[src/bads_pkg.sv]
// Shared constants, types and field layouts for the board address select decode
package bads_pkg;

  localparam int ADR_W = 24;
  localparam int DAT_W = 8;
  localparam int PAGE_W = 4;
  localparam int BND_W = 8;
  localparam int OFS_W = 20;
  localparam int PAGE_LSB = 20;
  localparam int BND_LSB = 12;
  localparam int IO_TOP_LSB = 12;
  localparam int IO_MID_LSB = 8;
  localparam int IO_NIB_W = 4;
  localparam int IO_LINE6 = 6;
  localparam int IO_LINE7 = 7;
  localparam int IO_LINE4 = 4;
  localparam int IO_LINE5 = 5;
  localparam int IO_LOW_W = 4;

  // Window arithmetic is one bit wider than the page offset so the end never wraps
  localparam int WIN_W = OFS_W + 1;

  localparam logic [PAGE_W-1:0] PAGE_DEFAULT = 4'h0;
  localparam logic [BND_W-1:0] BND_DEFAULT = 8'h00;
  localparam logic [BND_W-1:0] BND_DEFAULT_32K = 8'h08;
  localparam logic [IO_LOW_W-1:0] IO_LINE_LOW_DEFAULT = 4'h0;

  localparam logic [WIN_W-1:0] CAP_16K = 21'h004000;
  localparam logic [WIN_W-1:0] CAP_32K = 21'h008000;
  localparam logic [WIN_W-1:0] CAP_64K = 21'h010000;
  localparam logic [WIN_W-1:0] CAP_128K = 21'h020000;
  localparam logic [WIN_W-1:0] CAP_256K = 21'h040000;

  // Advanced write: command may lead the data by up to this time
  localparam int CLK_PERIOD_NS = 25;
  localparam int ADV_WRITE_NS = 500;
  localparam int ADV_WRITE_CYC = (ADV_WRITE_NS + CLK_PERIOD_NS - 1) / CLK_PERIOD_NS;
  localparam int ADV_CNT_W = 5;
  localparam logic [ADV_CNT_W-1:0] ADV_CNT_LOAD = ADV_CNT_W'(ADV_WRITE_CYC - 1);
  localparam logic [ADV_CNT_W-1:0] ADV_CNT_ZERO = 5'h00;

  // Parity flag register byte layout
  localparam int PFR_ERR0_BIT = 0;
  localparam int PFR_ERR1_BIT = 1;
  localparam int PFR_TYPE0_BIT = 4;
  localparam int PFR_TYPE1_BIT = 5;

  typedef enum logic [2:0] {
    BADS_CAP_16K,
    BADS_CAP_32K,
    BADS_CAP_64K,
    BADS_CAP_128K,
    BADS_CAP_256K
  } bads_variant_e;

  // Bus lines after inversion: one means asserted
  typedef struct packed {
    logic [ADR_W-1:0] adr;
    logic mrd;
    logic mwr;
    logic ird;
    logic iwr;
    logic bhe;
    logic [DAT_W-1:0] dat;
  } bads_bus_s;

  typedef struct packed {
    logic top_en;
    logic mid_en;
    logic low_en;
    logic line6_high;
    logic [IO_LOW_W-1:0] line_low;
  } bads_io_cfg_s;

endpackage

[src/bads_board_select.sv]
// Memory window and parity-port select logic of the RAM board
//
// The placing of the registers and the address-and-strobe port were left to the implementer.
`timescale 1ns/1ps

module bads_sync #(
  parameter int W = 1
) (
  input wire logic core_clk_i,
  input wire logic rstn_i,
  input wire logic [W-1:0] raw_i,
  output logic [W-1:0] stable_o
);
  logic [W-1:0] s1;
  logic [W-1:0] s2;
  logic [W-1:0] s3;
  logic [W-1:0] next_stable;

  // A bit changes only once the second and third stages agree
  always_comb
  begin
    for (int i = 0; i < W; i++)
    begin
      next_stable[i] = (s2[i] == s3[i]) ? s2[i] : stable_o[i];
    end
  end

  always_ff @(posedge core_clk_i)
  begin
    if (!rstn_i)
    begin
      s1 <= '0;
      s2 <= '0;
      s3 <= '0;
      stable_o <= '0;
    end
    else
    begin
      s1 <= raw_i;
      s2 <= s1;
      s3 <= s2;
      stable_o <= next_stable;
    end
  end
endmodule

// What this block does
// RL1 - Compare top four address lines with page setting; sixteen 1 MB pages
// RL2 - Page setting is plain binary, first setting MSB, fitted means one
// RL3 - No page selections fitted gives page zero
// RL4 - Window never crosses a page; page field must equal configured page
// RL5 - Compare address lines 19..12 with boundary setting; any 4k start
// RL6 - Boundary setting is plain binary, first setting MSB, fitted means one
// RL7 - Default boundary is offset zero, except 32k variant at offset 08000
// RL8 - Start equals page times 1 MB plus boundary times 4k; 256 starts per page
// RL9 - Configurer keeps start below capacity limit or upper part is lost
// RL10 - Whole capacity mapped contiguously in one page from the start
// RL11 - Banks work together; bank zero odd byte, bank one even byte
// RL12 - Delayed write: master asserts write 50 ns after data and address
// RL13 - 64k variant may use advanced write, command up to 500 ns early
// RL14 - I/O decode groups: top nibble, mid nibble, low byte, each enabled
// RL15 - Line 6 matched low or high, only while low byte group enabled
// RL16 - Lines 0 to 3 must be low when option fitted, else high
// RL17 - Matching I/O decode asserts chip select for parity flag register
// RL18 - Factory default places parity flag register at port 000F
// RL19 - On 16k variant an option disables parity flag function
// RL20 - Enabled lines without polarity option must be inactive to match
// RL21 - I/O read returns flag register; write clears it and sets parity type
// RL22 - Board select only for memory commands inside start to start plus size
// RL23 - Configuration inputs are static and sampled continuously
module bads_board_select (
  input wire logic core_clk_i,
  input wire logic rstn_i,
  input wire logic [bads_pkg::ADR_W-1:0] adr_n_i,
  input wire logic mrdc_n_i,
  input wire logic mwtc_n_i,
  input wire logic iord_n_i,
  input wire logic iowc_n_i,
  input wire logic bhen_n_i,
  input wire logic [bads_pkg::DAT_W-1:0] dat_n_i,
  input wire bads_pkg::bads_variant_e board_variant_i,
  input wire logic cfg_factory_default_i,
  input wire logic [bads_pkg::PAGE_W-1:0] page_sel_i,
  input wire logic [bads_pkg::BND_W-1:0] boundary_sel_i,
  input wire logic delayed_write_select_i,
  input wire logic advanced_write_select_i,
  input wire logic io_decode_top_nibble_en_i,
  input wire logic io_decode_mid_nibble_en_i,
  input wire logic io_decode_low_byte_en_i,
  input wire logic io_line6_low_match_i,
  input wire logic io_line6_high_match_i,
  input wire logic [bads_pkg::IO_LOW_W-1:0] io_line_low_match_i,
  input wire logic parity_flag_disable_i,
  input wire logic [1:0] parity_err_bank_i,
  output logic board_sel_o,
  output logic mem_rd_req_o,
  output logic mem_wr_req_o,
  output logic bank0_en_o,
  output logic bank1_en_o,
  output logic parity_reg_chip_select_n_o,
  output logic [bads_pkg::DAT_W-1:0] io_rd_data_o,
  output logic io_rd_drive_n_o,
  output logic [1:0] parity_type_o
);
  import bads_pkg::*;

  typedef enum {WR_IDLE, WR_HOLD, WR_GO} bads_wr_state_e;

  bads_bus_s raw_bus;
  bads_bus_s bus;
  logic [PAGE_W-1:0] page;
  logic [BND_W-1:0] bnd;
  bads_io_cfg_s io_cfg;
  logic adv_mode;
  logic parity_off;
  logic [WIN_W-1:0] cap;
  logic [WIN_W-1:0] win_start;
  logic [WIN_W-1:0] win_end;
  logic [WIN_W-1:0] ofs;
  logic mem_hit;
  logic io_hit;
  logic io_cs;
  logic iwr_prev;
  logic [1:0] err_flags;
  logic [1:0] next_err_flags;
  logic [1:0] next_parity_type;
  logic next_iwr_prev;
  bads_wr_state_e wr_state;
  bads_wr_state_e next_wr_state;
  logic [ADV_CNT_W-1:0] adv_cnt;
  logic [ADV_CNT_W-1:0] next_adv_cnt;
  logic next_board_sel;
  logic next_mem_rd_req;
  logic next_bank0_en;
  logic next_bank1_en;
  logic next_cs_n;
  logic [DAT_W-1:0] next_io_rd_data;
  logic next_io_rd_drive_n;

  assign raw_bus = '{adr: ~adr_n_i, mrd: ~mrdc_n_i, mwr: ~mwtc_n_i, ird: ~iord_n_i,
                     iwr: ~iowc_n_i, bhe: ~bhen_n_i, dat: ~dat_n_i};

  bads_sync #(.W($bits(bads_bus_s))) u_bus_sync (
    .core_clk_i(core_clk_i),
    .rstn_i(rstn_i),
    .raw_i(raw_bus),
    .stable_o(bus)
  );

  // Configuration straps, read continuously with no handshake
  always_comb
  begin
    page = cfg_factory_default_i ? PAGE_DEFAULT : page_sel_i; // RL2 RL3 RL23
    if (cfg_factory_default_i) // RL7
    begin
      bnd = (board_variant_i == BADS_CAP_32K) ? BND_DEFAULT_32K : BND_DEFAULT;
    end
    else
    begin
      bnd = boundary_sel_i; // RL6
    end
    if (cfg_factory_default_i) // RL18
    begin
      io_cfg = '{top_en: 1'b1, mid_en: 1'b1, low_en: 1'b1, line6_high: 1'b0,
                 line_low: IO_LINE_LOW_DEFAULT};
    end
    else
    begin
      io_cfg = '{top_en: io_decode_top_nibble_en_i, mid_en: io_decode_mid_nibble_en_i,
                 low_en: io_decode_low_byte_en_i,
                 line6_high: io_line6_high_match_i & ~io_line6_low_match_i,
                 line_low: io_line_low_match_i};
    end
    adv_mode = !cfg_factory_default_i && advanced_write_select_i && !delayed_write_select_i
               && (board_variant_i == BADS_CAP_64K); // RL13
    parity_off = !cfg_factory_default_i && parity_flag_disable_i
                 && (board_variant_i == BADS_CAP_16K); // RL19
  end

  // Memory window decode
  always_comb
  begin
    case (board_variant_i)
      BADS_CAP_16K: cap = CAP_16K;
      BADS_CAP_32K: cap = CAP_32K;
      BADS_CAP_64K: cap = CAP_64K;
      BADS_CAP_128K: cap = CAP_128K;
      BADS_CAP_256K: cap = CAP_256K;
      default: cap = CAP_16K;
    endcase
    win_start = {1'b0, bnd, {BND_LSB{1'b0}}}; // RL5 RL8
    win_end = win_start + cap; // RL10
    ofs = {1'b0, bus.adr[OFS_W-1:0]};
    // Offset is below one page, so a window reaching past the page is cut off
    mem_hit = (bus.adr[ADR_W-1:PAGE_LSB] == page) // RL1 RL4
              && (ofs >= win_start) && (ofs < win_end); // RL22 RL9
  end

  // I/O port decode for the parity flag register
  always_comb
  begin
    io_hit = 1'b1;
    if (io_cfg.top_en && (bus.adr[IO_TOP_LSB +: IO_NIB_W] != '0)) // RL14 RL20
    begin
      io_hit = 1'b0;
    end
    if (io_cfg.mid_en && (bus.adr[IO_MID_LSB +: IO_NIB_W] != '0)) // RL14 RL20
    begin
      io_hit = 1'b0;
    end
    if (io_cfg.low_en) // RL14
    begin
      if (bus.adr[IO_LINE7] || bus.adr[IO_LINE5] || bus.adr[IO_LINE4]) // RL20
      begin
        io_hit = 1'b0;
      end
      if (bus.adr[IO_LINE6] != io_cfg.line6_high) // RL15
      begin
        io_hit = 1'b0;
      end
    end
    if (bus.adr[IO_LOW_W-1:0] != ~io_cfg.line_low) // RL16
    begin
      io_hit = 1'b0;
    end
    io_cs = io_hit && (bus.ird || bus.iwr) && !parity_off; // RL17 RL19
  end

  // Select, bank and read outputs
  always_comb
  begin
    next_board_sel = mem_hit && (bus.mrd || bus.mwr); // RL22
    next_mem_rd_req = mem_hit && bus.mrd;
    // Word transfer on an even address enables both banks together
    next_bank1_en = next_board_sel && (!bus.adr[0]); // RL11
    next_bank0_en = next_board_sel && (bus.adr[0] || bus.bhe); // RL11
    next_cs_n = !io_cs; // RL17
    next_io_rd_drive_n = !(io_cs && bus.ird);
    next_io_rd_data = '0;
    if (io_cs && bus.ird) // RL21
    begin
      next_io_rd_data[PFR_ERR0_BIT] = err_flags[0];
      next_io_rd_data[PFR_ERR1_BIT] = err_flags[1];
      next_io_rd_data[PFR_TYPE0_BIT] = parity_type_o[0];
      next_io_rd_data[PFR_TYPE1_BIT] = parity_type_o[1];
    end
  end

  // Write command: delayed mode goes at once, advanced mode waits out the ADV_WRITE_CYC cycle count
  always_comb
  begin
    next_wr_state = wr_state;
    next_adv_cnt = adv_cnt;
    case (wr_state)
      WR_IDLE:
      begin
        if (bus.mwr && mem_hit)
        begin
          if (adv_mode) // RL13
          begin
            next_wr_state = WR_HOLD;
            next_adv_cnt = ADV_CNT_LOAD;
          end
          else
          begin
            next_wr_state = WR_GO; // RL12
          end
        end
      end
      WR_HOLD:
      begin
        if (!bus.mwr)
        begin
          next_wr_state = WR_IDLE;
        end
        else if (adv_cnt == ADV_CNT_ZERO) // RL13
        begin
          next_wr_state = WR_GO;
        end
        else
        begin
          next_adv_cnt = adv_cnt - 1'b1;
        end
      end
      WR_GO:
      begin
        if (!bus.mwr)
        begin
          next_wr_state = WR_IDLE;
        end
      end
      default:
      begin
        next_wr_state = WR_IDLE;
      end
    endcase
  end

  // Parity flag register: error set wins over a clearing write
  always_comb
  begin
    next_iwr_prev = io_cs && bus.iwr;
    next_err_flags = err_flags;
    next_parity_type = parity_type_o;
    if (io_cs && bus.iwr && !iwr_prev) // RL21
    begin
      next_err_flags = '0;
      next_parity_type = {bus.dat[PFR_TYPE1_BIT], bus.dat[PFR_TYPE0_BIT]};
    end
    if (!parity_off) // RL19
    begin
      next_err_flags = next_err_flags | parity_err_bank_i;
    end
  end

  always_ff @(posedge core_clk_i)
  begin
    if (!rstn_i)
    begin
      wr_state <= WR_IDLE;
      adv_cnt <= ADV_CNT_ZERO;
      board_sel_o <= 1'b0;
      mem_rd_req_o <= 1'b0;
      mem_wr_req_o <= 1'b0;
      bank0_en_o <= 1'b0;
      bank1_en_o <= 1'b0;
      parity_reg_chip_select_n_o <= 1'b1;
      io_rd_data_o <= '0;
      io_rd_drive_n_o <= 1'b1;
      iwr_prev <= 1'b0;
      err_flags <= '0;
      parity_type_o <= '0;
    end
    else
    begin
      wr_state <= next_wr_state;
      adv_cnt <= next_adv_cnt;
      board_sel_o <= next_board_sel;
      mem_rd_req_o <= next_mem_rd_req;
      mem_wr_req_o <= (next_wr_state == WR_GO);
      bank0_en_o <= next_bank0_en;
      bank1_en_o <= next_bank1_en;
      parity_reg_chip_select_n_o <= next_cs_n;
      io_rd_data_o <= next_io_rd_data;
      io_rd_drive_n_o <= next_io_rd_drive_n;
      iwr_prev <= next_iwr_prev;
      err_flags <= next_err_flags;
      parity_type_o <= next_parity_type;
    end
  end
endmodule

[config.mk]
export PLATFORM = sky130hd
export DESIGN_NAME = bads_board_select
export DESIGN_NICKNAME = d
export VERILOG_FILES = /design/src/bads_pkg.sv /design/src/bads_board_select.sv
export SDC_FILE = /design/constraint.sdc
export NUM_CORES = 1
export LEC_CHECK = 0
export ABC_AREA = 1
export BUFFER_PORTS_ARGS = -buffer_cell sky130_fd_sc_hd__buf_4
export CORE_UTILIZATION = 50
export DETAILED_ROUTE_END_ITERATION = 10
export PLACE_DENSITY = 0.7
export SYNTH_ARGS = -nofsm -noshare
export SYNTH_HDL_FRONTEND = slang
export SYNTH_HIERARCHICAL = 1
export SYNTH_SLANG_ARGS = --single-unit
[constraint.sdc]
create_clock -name core_clk_i -period 4.56 [get_ports core_clk_i]
set_input_delay 0.684 -clock core_clk_i [delete_from_list [all_inputs] [get_ports core_clk_i]]
set_output_delay 0.684 -clock core_clk_i [all_outputs]
set_load 0.005 [all_outputs]
; After elaboration in Yosys (flattened, before gate mapping)
; Cells that the tools add are included.
[word_totals]
word_cells = 171
out_inout_bits = 17
input_bits = 69
reg_bits = 199
[op_classes]
add_sub_neg = 2
reduce_logical = 39
n_bitwise = 11
n_mux = 24
eq_ne = 45
magnitude_cmp = 2
[ops]
columns = op, count
row1 = 32-bit 2-to-1 mux, 4
row2 = 32-bit case mux with 3 select lines, 1
row3 = 19-bit case mux with 4 select lines, 1
row4 = 32-bit by 1-bit == test with 1-bit output (second input constant), 1
row5 = 32-bit by 2-bit == test with 1-bit output (second input constant), 1
row6 = 32-bit by 3-bit == test with 1-bit output (second input constant), 1
row7 = 32-bit logical NOT, 1
row8 = 1-bit == test, 31
row9 = 24-bit inverter, 1
row10 = 20-bit by 21-bit adder with 21-bit output, 1
row11 = 20-bit by 21-bit < comparator with 1-bit output, 1
row12 = 20-bit greater-or-equal comparator, 1
row13 = 5-bit 2-to-1 mux, 4
row14 = 1-bit logical AND, 19
row15 = 8-bit 2-to-1 mux, 2
row16 = 5-bit case mux with 2 select lines, 1
row17 = 4-bit 2-to-1 mux, 2
row18 = 8-bit inverter, 1
row19 = 4-bit nonzero test, 2
row20 = 1-bit logical NOT, 7
row21 = 3-bit by 2-bit == test with 1-bit output (second input constant), 2
row22 = 1-bit 2-to-1 mux, 6
row23 = 2-bit 2-to-1 mux, 3
row24 = 2-bit inequality test (second input constant), 3
row25 = 17 further kinds, 26

; Longest topological paths before layout
[depth]
word_depth = 17
ltp_mapped = 25
mapped_depth_nobuf = 23

; By module
; Netlist, hierarchy kept.
[modules_own_cells]
columns = mod, instances, seq_area_each_um2, cells_each, area_per_inst_um2
row1 = bads_sync, 1, 2962.8, 497, 4463.0
row2 = bads_board_select, 1, 1061.0, 377, 2672.6

; Worst setup path after synthesis
; OpenSTA, ideal clock, no wires.
[synth_timing]
path_kind = input port to flip-flop
startpoint = input board_variant_i[2]
endpoint = register adv_cnt[2]
n_path_buf = 0
t_arrival_ns = 3.129
t_required_ns = 4.448
slack_ns = 1.319
path_stages = 18
setup_time_ns = 0.112
path_cell_list = nor3_1 inv_1 o21ai_0 inv_1 fa_1 o21ai_0 xor2_1 ha_1 a21oi_1 nand2_1 nand2_1 nand2_1 nand2_1 nand3_2 inv_1 nand3_1 nand2_1 nor2_1
[synth_via]
elab_chain_cells = 9
elab_cells_between_ends = 17
cone_classes = add/sub (1) / order compare (2) / eq/ne (6) / mux (3) / reduce/logical (5)
[synth_rtl]
columns = element, line_no
row1 = start: declaration, bads_board_select.sv:81  ; input wire bads_pkg::bads_variant_e board_variant_i,
row2 = 3-bit by 1-bit == test with 1-bit output, "bads_board_select.sv:156, bads_board_select.sv:183"
row3 = 4-bit 2-to-1 mux, bads_board_select.sv:156  ; bnd = (board_variant_i == BADS_CAP_32K) ? BND_DEFAULT_32K : BND_DEFAULT;
row4 = 8-bit 2-to-1 mux, bads_board_select.sv:154  ; if (cfg_factory_default_i)
row5 = 20-bit by 21-bit adder with 21-bit output / 20-bit greater-or-equal comparator (equally long branches), "bads_board_select.sv:192, bads_board_select.sv:196"
row6 = 20-bit by 21-bit < comparator with 1-bit output / 1-bit logical AND (equally long branches), bads_board_select.sv:196  ; && (ofs >= win_start) && (ofs < win_end);
row7 = 1-bit logical AND, bads_board_select.sv:196
row8 = 1-bit logical AND, bads_board_select.sv:257  ; if (bus.mwr && mem_hit)
row9 = 2-bit inequality test (no line), -
row10 = 5-bit AND reduction (no line) (*), -
row11 = end signal: assignment, bads_board_select.sv:337  ; adv_cnt <= next_adv_cnt;
row12 = end: declaration, bads_board_select.sv:130  ; logic [ADV_CNT_W-1:0] adv_cnt;
; Every way passes the cells marked *; elsewhere a longest branch is shown, timed or not.
; A chain may end at the register's enable or synchronous reset.

; Worst setup path after layout
; Same ends and word-level chain as after synthesis.

==> results.toml <==
[status]
status = "finished clean"

[place]
dpl_worst_slack_ps = 735
port-buffer-count = 75
dp_cells = 1044
dpl.hpwl_um = 7360
gp_congestion = 0.798
placedInstanceArea_um2 = 7140

[timing]
tns_ps = 0
slew_violations = 0
final.setup.worst_slack_ps = 1190
worst_pin_slew_ps = 925
setup_viol = 0
fin_crit_sh = 0.738
period_minus_slack_ps = 3370
max_clock_freq_ghz = 0.297
relSlewSlack = 0.383
rsz0062_at_grt = "false"
hold_viol = 0
skew_ps = 13.4
hold_slack_ps = 407

[power_and_ir_drop]
total_power_mw = 3.39
power.density_nw_per_um2 = 434
vdd_drop_max_uv = 293
p_sw_frac = 0.207
p_clk_frac = 0.476
p_sw_uw = 704
p_leak_nw = 4.24
p_int_mw = 2.69
sequentialPowerShare = 0.475
combinationalPowerShare = 0.049

[floorplan]
die_w_um = 115
io_pins = 86
num_rows = 40
die-area_um2 = 13300
core_um2 = 12300
start_util = 0.523
die_y_um = 115

[critical_path]
cp.arrival_ps = 3670
path_cells = "buf_4 > nor3_1 > inv_1 > o21ai_0 > inv_1 > fa_1 > o21ai_0 > xor2_1 > ha_1 > nand2_1 > inv_1 > nand2_1 > nand2_1 > nand2_1 > nand2_1 > nand2_1 > nand3_2 > inv_1 > nand3_1 > nand2_1 > nor2_1"
crit_path_top_delay_cell = "fa_1"
regToRegSetupSlack_ps = 2680
crit_fanout = 5
cp-end-kind = "flop"
max_stage_delay_ps = 440
path_common_cell = "nand2_1"
path_class = "input pin to flop"
cp.required_ps = 4870
cp-start-kind = "input pin"

[clock_tree]
cts_setup_buffers = 0
cts_resized = 0
cts_sinks = 177
cts_made_buffers = 17
cts_hold_buf = 0
htree_levels = 4
cts.clk_slew.worst_paths_ps = 70
clk_latency_ps = 420
cts_buffer_depth = 2
cts_tree = "built"
clock-root-buffer = "clkbuf_16"

[global_routing]
grt_pass1_wl_um = 17400
grt_usage = 0.170
globalRouteOverflowTotal = 0
antenna_found_initial = 0
grt_pass1_vias = 4026
grt_start_max_net_pins = 93

[logic_synthesis]
synth_warnings = 6
syn_avg_cell_area_um2 = 8.12
synthCells = 790
netlist_area_um2 = 6410

[drt]
drt-initial-drc-count = 204
drt-total-wl_um = 10400
num_vias = 4581
wire_per_inst_um = 9.71
vias_per_cell = 4.26
ant_nets = 0
dr.pass1.iters = 4
drc_errors = 0

[final_layout]
fin_util = 0.637
fin_area_um2 = 7820
synthToLayoutAreaGrowth_pct = 21.9
finish.net_count = 985
n_antenna_cell = 0
stdcell_count = 1076
drive_gt1_frac = 0.137
fillers = 1061

[flow_run]
maxCapViolations = 0

[worst_hold_path]
hp-class = "flop to flop"
final cells by class:
| class | count | area [um^2] | area share |
|---|---|---|---|
| clock inverter | 12 | 215 | 0.0275 |
| tap | 168 | 210 | 0.0269 |
| multi-input combinational | 457 | 2200 | 0.281 |
| clock buffer | 20 | 457 | 0.0584 |
| sequential | 177 | 3540 | 0.453 |
| timing repair buffer | 76 | 571 | 0.0730 |
| inverter | 166 | 623 | 0.0797 |
state kept, by name, indices dropped and copies added, names as in the netlist:
register and count:
mem_wr_req_o 1, io_rd_data_o 4, board_sel_o 1, err_flags 2, u_bus_sync/s2 31, bank1_en_o 1, parity_reg_chip_select_n_o 1, wr_state 32
adv_cnt 5, u_bus_sync/s3 31, u_bus_sync/stable_o 31, bank0_en_o 1, u_bus_sync/s1 31, iwr_prev 1, mem_rd_req_o 1, parity_type_o 2
io_rd_drive_n_o 1
per-layer routing:
metal  up-vias  global-route usage  share of wire
met3         6              0.0511          0.041
met4         0              0.0684         0.0081
met2        68               0.272           0.46
li1       2539                   -              -
met5         -                   0              0
met1      1968               0.216           0.49
critical path: cells and delay by family:
kind / cells / cell delay (ps)
and+or+nand+nor: 11 / 1040
adders and majority gates: 2 / 700
buffers and inverters: 5 / 520
AOI/OAI and AO/OA: 2 / 520
xor gates and xnor gates: 1 / 200
power groups by stage:
stage	clock, mW	combinational [mW]	sequential [mW]
4_1_cts	1.65	0.167	1.61
6_report	1.61	0.165	1.61
3_3_place_gp	0	0.163	1.65
3_5_place_dp	0	0.165	1.65
2_1_floorplan	0	0.113	1.64
5_1_grt	1.71	0.193	1.62
worst paths after layout:
path                                          from                to  depth (start not counted)
worst max-delay path            board_variant_i[2]        adv_cnt[2]                         21
worst min-delay path              u_bus_sync/s1[5]  u_bus_sync/s2[5]                          2
worst max register to register        wr_state[21]        adv_cnt[1]                         13
worst min register to register    u_bus_sync/s1[5]  u_bus_sync/s2[5]                          2
cell usage in the layout (no fill, tap or decap), drive strengths merged:
cell / count
nor4: 1
nor2: 96
conb: 34
nand4: 7
and3: 1
clkbuf: 20
dfxtp: 177
bufinv: 5
xnor2: 4
a21oi: 48
inv: 172
fa: 1
clkinvlp: 1
a21o: 1
ha: 20
nand3: 13
buf: 76
o22ai: 1
o21ai: 37
nand3b: 2
xor2: 6
nor3: 8
o2111a: 1
nand2: 176
No activity file was read; power rests on OpenSTA's default activity.
